### src/tmrps_pkg.sv
// Shared constants, state layouts and phase encoding for the timer/counter with prescaler.
package tmrps_pkg;

  // ==========================================================================
  // Register map and option field layout
  // ==========================================================================
  localparam logic [4:0] TMR_ADDR = 5'h01;
  localparam int CS_BIT = 5;
  localparam int SE_BIT = 4;
  localparam int PSA_BIT = 3;
  localparam int PS_MSB = 2;
  localparam logic [5:0] OPT_RESET = 6'h3f;
  localparam logic [7:0] TMR_RESET = 8'h00;
  localparam logic [7:0] PSC_RESET = 8'h00;

  // ==========================================================================
  // Timing
  // ==========================================================================
  localparam int CLK_PERIOD_NS = 20;
  localparam int TOSC_NS = 20;
  localparam int TOSC_CYC = (TOSC_NS + CLK_PERIOD_NS - 1) / CLK_PERIOD_NS;
  localparam logic [1:0] INHIB_CYC = 2'h2;
  localparam int EXT_LEVEL_MIN_NS = 2 * TOSC_NS + 20;
  localparam int EXT_LEVEL_MIN_CYC = (EXT_LEVEL_MIN_NS + CLK_PERIOD_NS - 1) / CLK_PERIOD_NS;
  localparam int EXT_PERIOD_PSC_MIN_NS = 4 * TOSC_NS + 40;
  localparam int EXT_PULSE_MIN_NS = 10;
  localparam int LAT_MIN_TOSC = 3;
  localparam int LAT_MAX_TOSC = 7;

  // ==========================================================================
  // Types
  // ==========================================================================
  typedef enum logic [1:0] {
    PH_Q1 = 2'b00,
    PH_Q2 = 2'b01,
    PH_Q3 = 2'b10,
    PH_Q4 = 2'b11
  } tmrps_phase_t;

  typedef struct packed {
    tmrps_phase_t phase;
    logic [5:0] option;
    logic [7:0] count;
    logic [1:0] inhib;
    logic s1;
    logic s2;
    logic s3;
    logic smp;
    logic smp_prev;
    logic psc_prev;
    logic [7:0] rdata;
    logic wdt_out;
  } tmrps_state_t;

  typedef struct packed {
    logic [7:0] count;
  } tmrps_psc_state_t;

endpackage

### src/tmrps_psc_if.sv
// Control and status link between the timer core and its prescaler.
`timescale 1ns/1ps
interface tmrps_psc_if;
  logic ce;
  logic clr;
  logic tick;
  logic [2:0] ratio;
  logic [7:0] count;
  logic level;

  modport ctrl (output ce, output clr, output tick, output ratio, input count, input level);
  modport psc (input ce, input clr, input tick, input ratio, output count, output level);
endinterface

### src/tmrps_prescaler.sv
// Shared eight-bit prescaler counter with selectable output tap.
`timescale 1ns/1ps
module tmrps_prescaler (
  input wire logic core_clk,
  input wire logic rst,
  tmrps_psc_if.psc p
);

  // ==========================================================================
  // State
  // ==========================================================================
  tmrps_pkg::tmrps_psc_state_t st_ff;
  tmrps_pkg::tmrps_psc_state_t nxt_st;

  // A binary count behaves like the ripple chain: tap n rises once per 2^(n+1) ticks.
  always_comb
  begin
    nxt_st = st_ff;
    if (p.clr)
    begin
      nxt_st.count = tmrps_pkg::PSC_RESET;
    end
    else if (p.tick)
    begin
      nxt_st.count = st_ff.count + 8'h01;
    end
  end

  // Reset loads zeros; the clock enable freezes the count.
  always_ff @(posedge core_clk)
  begin
    if (rst)
    begin
      st_ff <= '{count: tmrps_pkg::PSC_RESET};
    end
    else if (p.ce)
    begin
      st_ff <= nxt_st;
    end
  end

  // The tap is a plain counter bit, so its output is symmetrical.
  assign p.count = st_ff.count;
  assign p.level = st_ff.count[p.ratio];

endmodule

### src/tmrps_top.sv
// Eight-bit timer/counter with shared prescaler, option register and input synchroniser.
`timescale 1ns/1ps

// Notes on behaviour
// - Clock source 0 counts one per instruction cycle or per prescaler output.
// - A write to the count holds off counting for two instruction cycles.
// - Clock source 1 counts external input edges instead of instruction cycles.
// - Edge select 0 counts rising edges, 1 counts falling edges.
// - Prescaler serves the counter when assign is 0, the watchdog when 1.
// - Counter prescale ratios run from 1:2 to 1:256 in powers of two.
// - Software can neither read nor write the prescaler count.
// - Prescaler output or raw input is sampled on second and fourth phases.
// - Prescaler is a ripple style counter fed by the input, symmetric output.
// - Count updates three to seven oscillator periods after an active edge.
// - With counter assignment, every count write clears the prescaler.
// - With watchdog assignment, the watchdog clear clears the prescaler.
// - Any reset loads the prescaler with zeros.
// - For the watchdog the prescaler is a postscaler; the timer then runs unscaled.
// - The count is a readable and writable byte at data address 01h.
module tmrps_top (
  input wire logic core_clk,
  input wire logic rst,
  input wire logic clk_en,
  input wire logic [4:0] reg_addr,
  input wire logic reg_wr,
  input wire logic [7:0] reg_wdata,
  output logic [7:0] reg_rdata,
  input wire logic opt_wr,
  input wire logic [5:0] opt_wdata,
  input wire logic watchdog_clear_instr,
  input wire logic watchdog_timeout_raw,
  input wire logic external_count_input,
  output logic [7:0] timer_count_reg,
  output logic watchdog_timeout_post,
  output logic prescaler_assign
);

  // ==========================================================================
  // State and local nets
  // ==========================================================================
  tmrps_pkg::tmrps_state_t st_ff;
  tmrps_pkg::tmrps_state_t nxt_st;
  tmrps_psc_if psc_bus ();

  logic clock_source_select;
  logic source_edge_select;
  logic [2:0] prescale_ratio;
  logic wr_hit;
  logic instr_tick;
  logic ext_lvl;
  logic ext_edge;
  logic src_lvl;
  logic direct_mode;
  logic smp_edge;
  logic inc_req;
  logic do_inc;

  // ==========================================================================
  // Prescaler instance
  // ==========================================================================
  tmrps_prescaler u_psc (
    .core_clk (core_clk),
    .rst (rst),
    .p (psc_bus.psc)
  );

  // ==========================================================================
  // Decode of option fields and bus strobes
  // ==========================================================================

  // Option fields steer the source, edge, assignment and ratio.
  assign clock_source_select = st_ff.option[tmrps_pkg::CS_BIT];
  assign source_edge_select = st_ff.option[tmrps_pkg::SE_BIT];
  assign prescaler_assign = st_ff.option[tmrps_pkg::PSA_BIT];
  assign prescale_ratio = st_ff.option[tmrps_pkg::PS_MSB:0];

  // A count write is a data write to the count address.
  assign wr_hit = reg_wr && (reg_addr == tmrps_pkg::TMR_ADDR);

  // The instruction cycle ends with the fourth phase.
  assign instr_tick = (st_ff.phase == tmrps_pkg::PH_Q4);

  // ==========================================================================
  // Source selection
  // ==========================================================================

  // Inverting the synced pin turns the chosen edge into a rising one.
  assign ext_lvl = st_ff.s2 ^ source_edge_select;
  assign ext_edge = ext_lvl && !(st_ff.s3 ^ source_edge_select);

  // Prescaler input follows its assignment, which is exclusive.
  assign psc_bus.ce = clk_en;
  assign psc_bus.ratio = prescale_ratio;
  assign psc_bus.tick = prescaler_assign ? watchdog_timeout_raw :
                        (clock_source_select ? ext_edge : instr_tick);

  // Prescaler clears on count writes or watchdog clears, per assignment.
  assign psc_bus.clr = (wr_hit && !prescaler_assign) ||
                       (watchdog_clear_instr && prescaler_assign);

  // The sampled source is the prescaler tap, or the raw input when unscaled.
  assign src_lvl = (clock_source_select && prescaler_assign) ? ext_lvl : psc_bus.level;

  // Timer mode without prescaler counts straight from the instruction cycle.
  assign direct_mode = !clock_source_select && prescaler_assign;
  assign smp_edge = st_ff.smp && !st_ff.smp_prev && !direct_mode;
  assign inc_req = (direct_mode && instr_tick) || smp_edge;

  // Increments are dropped while a write is pending or held off.
  assign do_inc = inc_req && (st_ff.inhib == 2'h0) && !wr_hit;

  // ==========================================================================
  // Next state
  // ==========================================================================

  // One pass computes every register of the block.
  always_comb
  begin
    nxt_st = st_ff;

    // Phase sequencer stepping through the four quarter cycles.
    case (st_ff.phase)
      tmrps_pkg::PH_Q1: nxt_st.phase = tmrps_pkg::PH_Q2;
      tmrps_pkg::PH_Q2: nxt_st.phase = tmrps_pkg::PH_Q3;
      tmrps_pkg::PH_Q3: nxt_st.phase = tmrps_pkg::PH_Q4;
      tmrps_pkg::PH_Q4: nxt_st.phase = tmrps_pkg::PH_Q1;
      default: nxt_st.phase = tmrps_pkg::PH_Q1;
    endcase

    // Two-stage synchroniser on the pin, plus a history stage for edges.
    nxt_st.s1 = external_count_input;
    nxt_st.s2 = st_ff.s1;
    nxt_st.s3 = st_ff.s2;

    // The source is sampled only on the second and fourth phases.
    if ((st_ff.phase == tmrps_pkg::PH_Q2) || (st_ff.phase == tmrps_pkg::PH_Q4))
    begin
      nxt_st.smp = src_lvl;
    end
    nxt_st.smp_prev = st_ff.smp;

    // Option register is loaded whole by the option instruction.
    if (opt_wr)
    begin
      nxt_st.option = opt_wdata;
    end

    // Count write wins over an increment and restarts the hold-off.
    if (wr_hit)
    begin
      nxt_st.count = reg_wdata;
      nxt_st.inhib = tmrps_pkg::INHIB_CYC;
    end
    else
    begin
      if (instr_tick && (st_ff.inhib != 2'h0))
      begin
        nxt_st.inhib = st_ff.inhib - 2'h1;
      end
      if (do_inc)
      begin
        nxt_st.count = st_ff.count + 8'h01;
      end
    end

    // Read data shows the count at its address and zero elsewhere.
    nxt_st.rdata = (reg_addr == tmrps_pkg::TMR_ADDR) ? st_ff.count : 8'h00;

    // Watchdog time-out passes raw, or once per prescaler tap rise.
    nxt_st.psc_prev = psc_bus.level;
    if (prescaler_assign)
    begin
      nxt_st.wdt_out = psc_bus.level && !st_ff.psc_prev;
    end
    else
    begin
      nxt_st.wdt_out = watchdog_timeout_raw;
    end
  end

  // ==========================================================================
  // State register
  // ==========================================================================

  // Synchronous reset first; the clock enable freezes everything else.
  always_ff @(posedge core_clk)
  begin
    if (rst)
    begin
      st_ff <= '{
        phase: tmrps_pkg::PH_Q1,
        option: tmrps_pkg::OPT_RESET,
        count: tmrps_pkg::TMR_RESET,
        inhib: 2'h0,
        s1: 1'b0,
        s2: 1'b0,
        s3: 1'b0,
        smp: 1'b1, // The reset option samples a high idle level, so no false edge follows.
        smp_prev: 1'b1,
        psc_prev: 1'b0,
        rdata: 8'h00,
        wdt_out: 1'b0
      };
    end
    else if (clk_en)
    begin
      st_ff <= nxt_st;
    end
  end

  // Outputs come straight from the state register.
  assign reg_rdata = st_ff.rdata;
  assign timer_count_reg = st_ff.count;
  assign watchdog_timeout_post = st_ff.wdt_out;

  // ==========================================================================
  // Assertions
  // ==========================================================================

  // A write holds for the next seven clocks, across two suppressed ticks.
  a_write_hold: assert property (
    @(posedge core_clk) disable iff (rst)
    (clk_en && wr_hit) ##1 (clk_en && !wr_hit)[*7]
    |-> (st_ff.count == $past(reg_wdata, 7)))
    else $error("count changed during write hold-off");

  // Timer mode without prescaler adds exactly one per instruction cycle.
  a_timer_rate: assert property (
    @(posedge core_clk) disable iff (rst)
    (clk_en && instr_tick && direct_mode && (st_ff.inhib == 2'h0) && !wr_hit)
    |=> (st_ff.count == 8'($past(st_ff.count) + 8'h01)))
    else $error("timer missed an instruction cycle increment");

  // Counter mode never counts without a sampled edge.
  a_ext_only: assert property (
    @(posedge core_clk) disable iff (rst)
    (clk_en && clock_source_select && !wr_hit && !smp_edge)
    |=> $stable(st_ff.count))
    else $error("counter mode counted without a sampled edge");

  // The count rolls over from ff to 00.
  a_count_wrap: assert property (
    @(posedge core_clk) disable iff (rst)
    (clk_en && do_inc && (st_ff.count == 8'hff))
    |=> (st_ff.count == 8'h00))
    else $error("count did not wrap to zero");

  // The sample changes only after a second or fourth phase.
  a_sample_phase: assert property (
    @(posedge core_clk) disable iff (rst)
    $changed(st_ff.smp)
    |-> (($past(st_ff.phase) == tmrps_pkg::PH_Q2) || ($past(st_ff.phase) == tmrps_pkg::PH_Q4)))
    else $error("source sampled outside second or fourth phase");

  // Count writes clear the prescaler when it serves the counter.
  a_psc_wrclr: assert property (
    @(posedge core_clk) disable iff (rst)
    (clk_en && wr_hit && !prescaler_assign)
    |=> (psc_bus.count == 8'h00))
    else $error("count write left prescaler uncleared");

  // Watchdog clear clears the prescaler when it serves the watchdog.
  a_psc_wdtclr: assert property (
    @(posedge core_clk) disable iff (rst)
    (clk_en && watchdog_clear_instr && prescaler_assign)
    |=> (psc_bus.count == 8'h00))
    else $error("watchdog clear left prescaler uncleared");

  // Reset loads the prescaler with zeros.
  a_psc_reset: assert property (
    @(posedge core_clk)
    rst |=> (psc_bus.count == 8'h00))
    else $error("prescaler not zero after reset");

  // Without the prescaler the watchdog time-out passes straight through.
  a_wdt_direct: assert property (
    @(posedge core_clk) disable iff (rst)
    (clk_en && !prescaler_assign && watchdog_timeout_raw)
    |=> watchdog_timeout_post)
    else $error("unscaled watchdog time-out lost");

  // Reads of the count address return the count of the cycle before.
  a_read_back: assert property (
    @(posedge core_clk) disable iff (rst)
    (clk_en && (reg_addr == tmrps_pkg::TMR_ADDR))
    |=> (reg_rdata == $past(st_ff.count)))
    else $error("count read-back mismatch");

  // Reads of any other address return zero, never the prescaler.
  a_read_other: assert property (
    @(posedge core_clk) disable iff (rst)
    (clk_en && (reg_addr != tmrps_pkg::TMR_ADDR))
    |=> (reg_rdata == 8'h00))
    else $error("read of another address returned data");

  // A count write loads the value and restarts the hold-off.
  a_write_load: assert property (
    @(posedge core_clk) disable iff (rst)
    (clk_en && wr_hit)
    |=> ((timer_count_reg == $past(reg_wdata)) && (st_ff.inhib == tmrps_pkg::INHIB_CYC)))
    else $error("count write not loaded or hold-off not started");

  // The count stands while the hold-off is still running.
  a_holdoff_stable: assert property (
    @(posedge core_clk) disable iff (rst)
    (clk_en && (st_ff.inhib != 2'h0) && !wr_hit)
    |=> $stable(st_ff.count))
    else $error("count moved during hold-off");

  // A watchdog-owned prescaler moves only on a time-out or a clear.
  a_psc_excl: assert property (
    @(posedge core_clk) disable iff (rst)
    (clk_en && prescaler_assign && !watchdog_timeout_raw && !watchdog_clear_instr)
    |=> $stable(psc_bus.count))
    else $error("watchdog prescaler moved without a time-out");

  // A counter-owned prescaler steps by one on each source tick.
  a_psc_step: assert property (
    @(posedge core_clk) disable iff (rst)
    (clk_en && !prescaler_assign && psc_bus.tick && !psc_bus.clr)
    |=> (psc_bus.count == 8'($past(psc_bus.count) + 8'h01)))
    else $error("prescaler missed a source tick");

  // Unscaled counter mode samples the edge-adjusted pin level.
  a_direct_sample: assert property (
    @(posedge core_clk) disable iff (rst)
    (clk_en && clock_source_select && prescaler_assign &&
     ((st_ff.phase == tmrps_pkg::PH_Q2) || (st_ff.phase == tmrps_pkg::PH_Q4)))
    |=> (st_ff.smp == $past(ext_lvl)))
    else $error("unscaled pin level not sampled");

  // Each rise of the watchdog tap gives one post-scaled pulse.
  a_post_tap: assert property (
    @(posedge core_clk) disable iff (rst)
    (clk_en && prescaler_assign && psc_bus.level && !st_ff.psc_prev)
    |=> watchdog_timeout_post)
    else $error("post-scaled time-out pulse missing");

endmodule

### config.mk
export PLATFORM = sky130hd
export DESIGN_NAME = tmrps_top
export DESIGN_NICKNAME = d
export VERILOG_FILES = /design/src/tmrps_pkg.sv /design/src/tmrps_psc_if.sv /design/src/tmrps_prescaler.sv /design/src/tmrps_top.sv
export SDC_FILE = /design/constraint.sdc
export NUM_CORES = 1
export LEC_CHECK = 0
export BUFFER_PORTS_ARGS = -buffer_cell sky130_fd_sc_hd__buf_2
export CAP_MARGIN = 30
export CORE_MARGIN = 3
export CORE_UTILIZATION = 59
export CTS_CLUSTER_SIZE = 20
export DETAILED_ROUTE_END_ITERATION = 16
export GPL_TIMING_DRIVEN = 0
export HOLD_SLACK_MARGIN = 0.12
export PLACE_DENSITY = 0.85
export SYNTH_ARGS = -nofsm -noshare
export SYNTH_HDL_FRONTEND = slang
export SYNTH_HIERARCHICAL = 1
export SYNTH_SLANG_ARGS = --single-unit
### constraint.sdc
create_clock -name core_clk -period 5.6 [get_ports core_clk]
set_input_delay 0.56 -clock core_clk [delete_from_list [all_inputs] [get_ports core_clk]]
set_output_delay 0.56 -clock core_clk [all_outputs]
set_load 0.005 [all_outputs]
==> flow_summary.yaml <==
clock_tree:
  cts_made_buffers: 5
  htree_levels: 2
  cts_tree: "yes"
  clk_pin_slew_worst_paths_ns: 0.08
  clkLatencyLatePin_ns: 0.30
  ctsHoldBuffers: 0
  clockBufferDepth: 2
  postCtsSetupRepairBufs: 0
  cts-resized-gates: 0
  clkSinkCount: 41
  cts-root-buf: "clkbuf_8"
yosys:
  yosys-top-cells-count: "41 x dfxtp_1, 27 x nor2_1, 22 x a21oi_1"
  synthTopCellsByArea: "dfxtp_1 36%, buf_4 5.3%, a21oi_1 4.9%, nor2_1 4.5%, ha_1 3.9%"
  synth_warnings: 6
  syn-cell-area_um2: 2260
  synthArstFlopShare: 0
  ys_seq_area_frac: 0.362
  syn_avg_cell_area_um2: 8.88
  synth_top_cell_by_area: "dfxtp_1"
  synth_seq_cells: 41
  synth_top_area_frac: 0.362
  yosysUniqueCellTypes: 53
  synth_edf_count: 0
  synth_flop_cell: "dfxtp_1"
  synth.most_common_cell: "dfxtp_1"
  netlist_instances: 255
  syn_nets: 289
run:
  cap_violations: 0
worst_setup_path:
  crit_chain: "buf_2 > nor3b_1 > nand3_1 > clkbuf_8 > o21ai_0 > o211ai_4 > or4_1 > a21oi_1"
  arrival_ns: 2.85
  startpoint_type: "primary input"
  slowest_stage: "or4_1"
  cpPeakStageDelay_ns: 0.54
  required_ns: 5.83
  critPathKind: "primary input to flip-flop"
  crit_path_max_fanout: 10
  endpoint_kind: "flip-flop"
grt:
  grt_pass1_wl_um: 7880
  overflow: 0
  grt_pass1_vias: 1692
  grt_usage: 0.229
  antenna_found_initial: 0
  grt_max_degree: 15
cells_and_area:
  n_fill_cell: 276
  antenna_cells: 0
  num-nets-final: 340
  regArea_um2: 821
  final_cells: 353
  drive_gt1_frac: 0.296
  multi_input_area_um2: 1220
  syn2layout_area_growth_pct: 16.3
floorplan:
  die_h_um: 68.0
  initial_utilization: 0.643
  dieArea_um2: 4620
  rows: 21
  core_area_um2: 3520
  io_pins: 45
  die_x_um: 68.0
power_and_ir_drop:
  clkPwrFrac: 0.345
  netSwitchingFraction: 0.267
  cellLeakagePower_nw: 1.15
  power_frac_seq: 0.542
  p_int_mw: 0.417
  peakVddDrop_uv: 173
  pwr-share-comb: 0.113
  p_switching_mw: 0.152
  p_per_area_nw_per_um2: 216
  total_power_mw: 0.569
sta:
  fin_hold_ws_ns: 0.481
  fin_crit_ns: 2.62
  rsz0062_at_grt: "no"
  setup_viol: 0
  fmax_mhz: 382
  worstMarginPinSlew_ns: 0.729
  fin_skew_ns: 0.00455
  fin_crit_sh: 0.467
  hold_viol_final: 0
  relSlewSlack: 0.509
  drv_slew: 0
  fin_tns_setup_ns: 0
min_path:
  hold_class: "primary input to flip-flop"
route:
  vias_per_cell: 5.71
  drtAntennaViolNets: 0
  drt_iter0_markers: 136
  drc: 0
  avgRoutedWirePerCell_um: 14.2
  first_pass_iters: 4
  wl_um: 5010
  vias: 2016
placement:
  io_buffers: 44
  place_inst: 345
  routabilityCongestion: 0.816
  dp_hpwl_um: 3730
outcome:
  status: "completed"
layout make-up:
| cell class | count | area share |
|---|---|---|
| sequential | 41 | 0.312 |
| inverter | 6 | 0.00855 |
| clock buffer | 5 | 0.0261 |
| tap | 46 | 0.0219 |
| clock inverter | 3 | 0.00855 |
| multi-input combinational | 180 | 0.462 |
| timing repair buffer | 44 | 0.0836 |
| buffer | 28 | 0.0779 |
cell families after synthesis:
logic type                 after synthesis  synth area share
AOI/OAI and AO/OA                       65             0.195
xor gates and xnor gates                 2           0.00774
adders and majority gates                7            0.0387
buffers and inverters                   34             0.101
DFF                                     41             0.362
muxes                                   12            0.0652
and+or+nand+nor                         94             0.230
through the flow:
| stage | area [µm²] | setup WS (ns) | utilization |
|---|---|---|---|
| after CTS | 2630 | 2.99 | 0.748 |
| after floorplan | 2260 | 3.15 | - |
| final | 2630 | 2.98 | 0.748 |
| after global routing | 2630 | 2.75 | 0.748 |
| after global placement | 2540 | 2.75 | 0.722 |
| after detailed placement | 2540 | 2.69 | 0.722 |
power by group through the flow:
| stage | combinational, mW | sequential, mW | clock, mW |
|---|---|---|---|
| global route | 0.0715 | 0.309 | 0.213 |
| CTS | 0.0643 | 0.308 | 0.199 |
| finish | 0.0645 | 0.308 | 0.197 |
| detailed placement | 0.0641 | 0.315 | 0 |
| floorplan | 0.0419 | 0.313 | 0 |
| global placement | 0.0625 | 0.314 | 0 |
critical path, delay by kind of cell:
kind / cells / cell delay [ns]
compound gates: 3 / 0.90
buf+inv: 2 / 0.36
simple gates: 3 / 1.04
path summary, 6_finish.rpt:
path / start / end / slack (ns) / cells after the start
hold / removal: rst / u_psc/p.count[2] / 0.48 / 2
setup / recovery: reg_addr[1] / u_psc/p.count[7] / 2.98 / 8
hold reg to reg: st_ff[16] / st_ff[16] / 0.48 / 2
setup reg to reg: st_ff[31] / u_psc/p.count[7] / 3.31 / 6
per-layer routing:
metal  wire [µm]  global-route usage
met5           0                   0
met1        2300               0.303
met4          64              0.0744
met2        2340               0.361
met3         298              0.0624
layout by cell type, fill, tap and decap left out, drive strengths merged, types with 2 or more instances in the layout:
cell      instances
a211o             8
a211oi            3
a21o              3
a21oi            22
a22oi             2
a311oi            3
and3              9
buf              65
clkbuf           12
clkinvlp          3
dfxtp            41
ha                7
inv               6
mux2              2
mux2i             8
mux4              2
nand2            19
nand2b            3
nand3             4
nand3b            3
nand4             3
nand4b            2
nor2             27
nor2b            10
nor3b             2
o211ai            2
o21ai            14
o31ai             2
or3               3
or4               2
(Power assumes the default switching activity.)
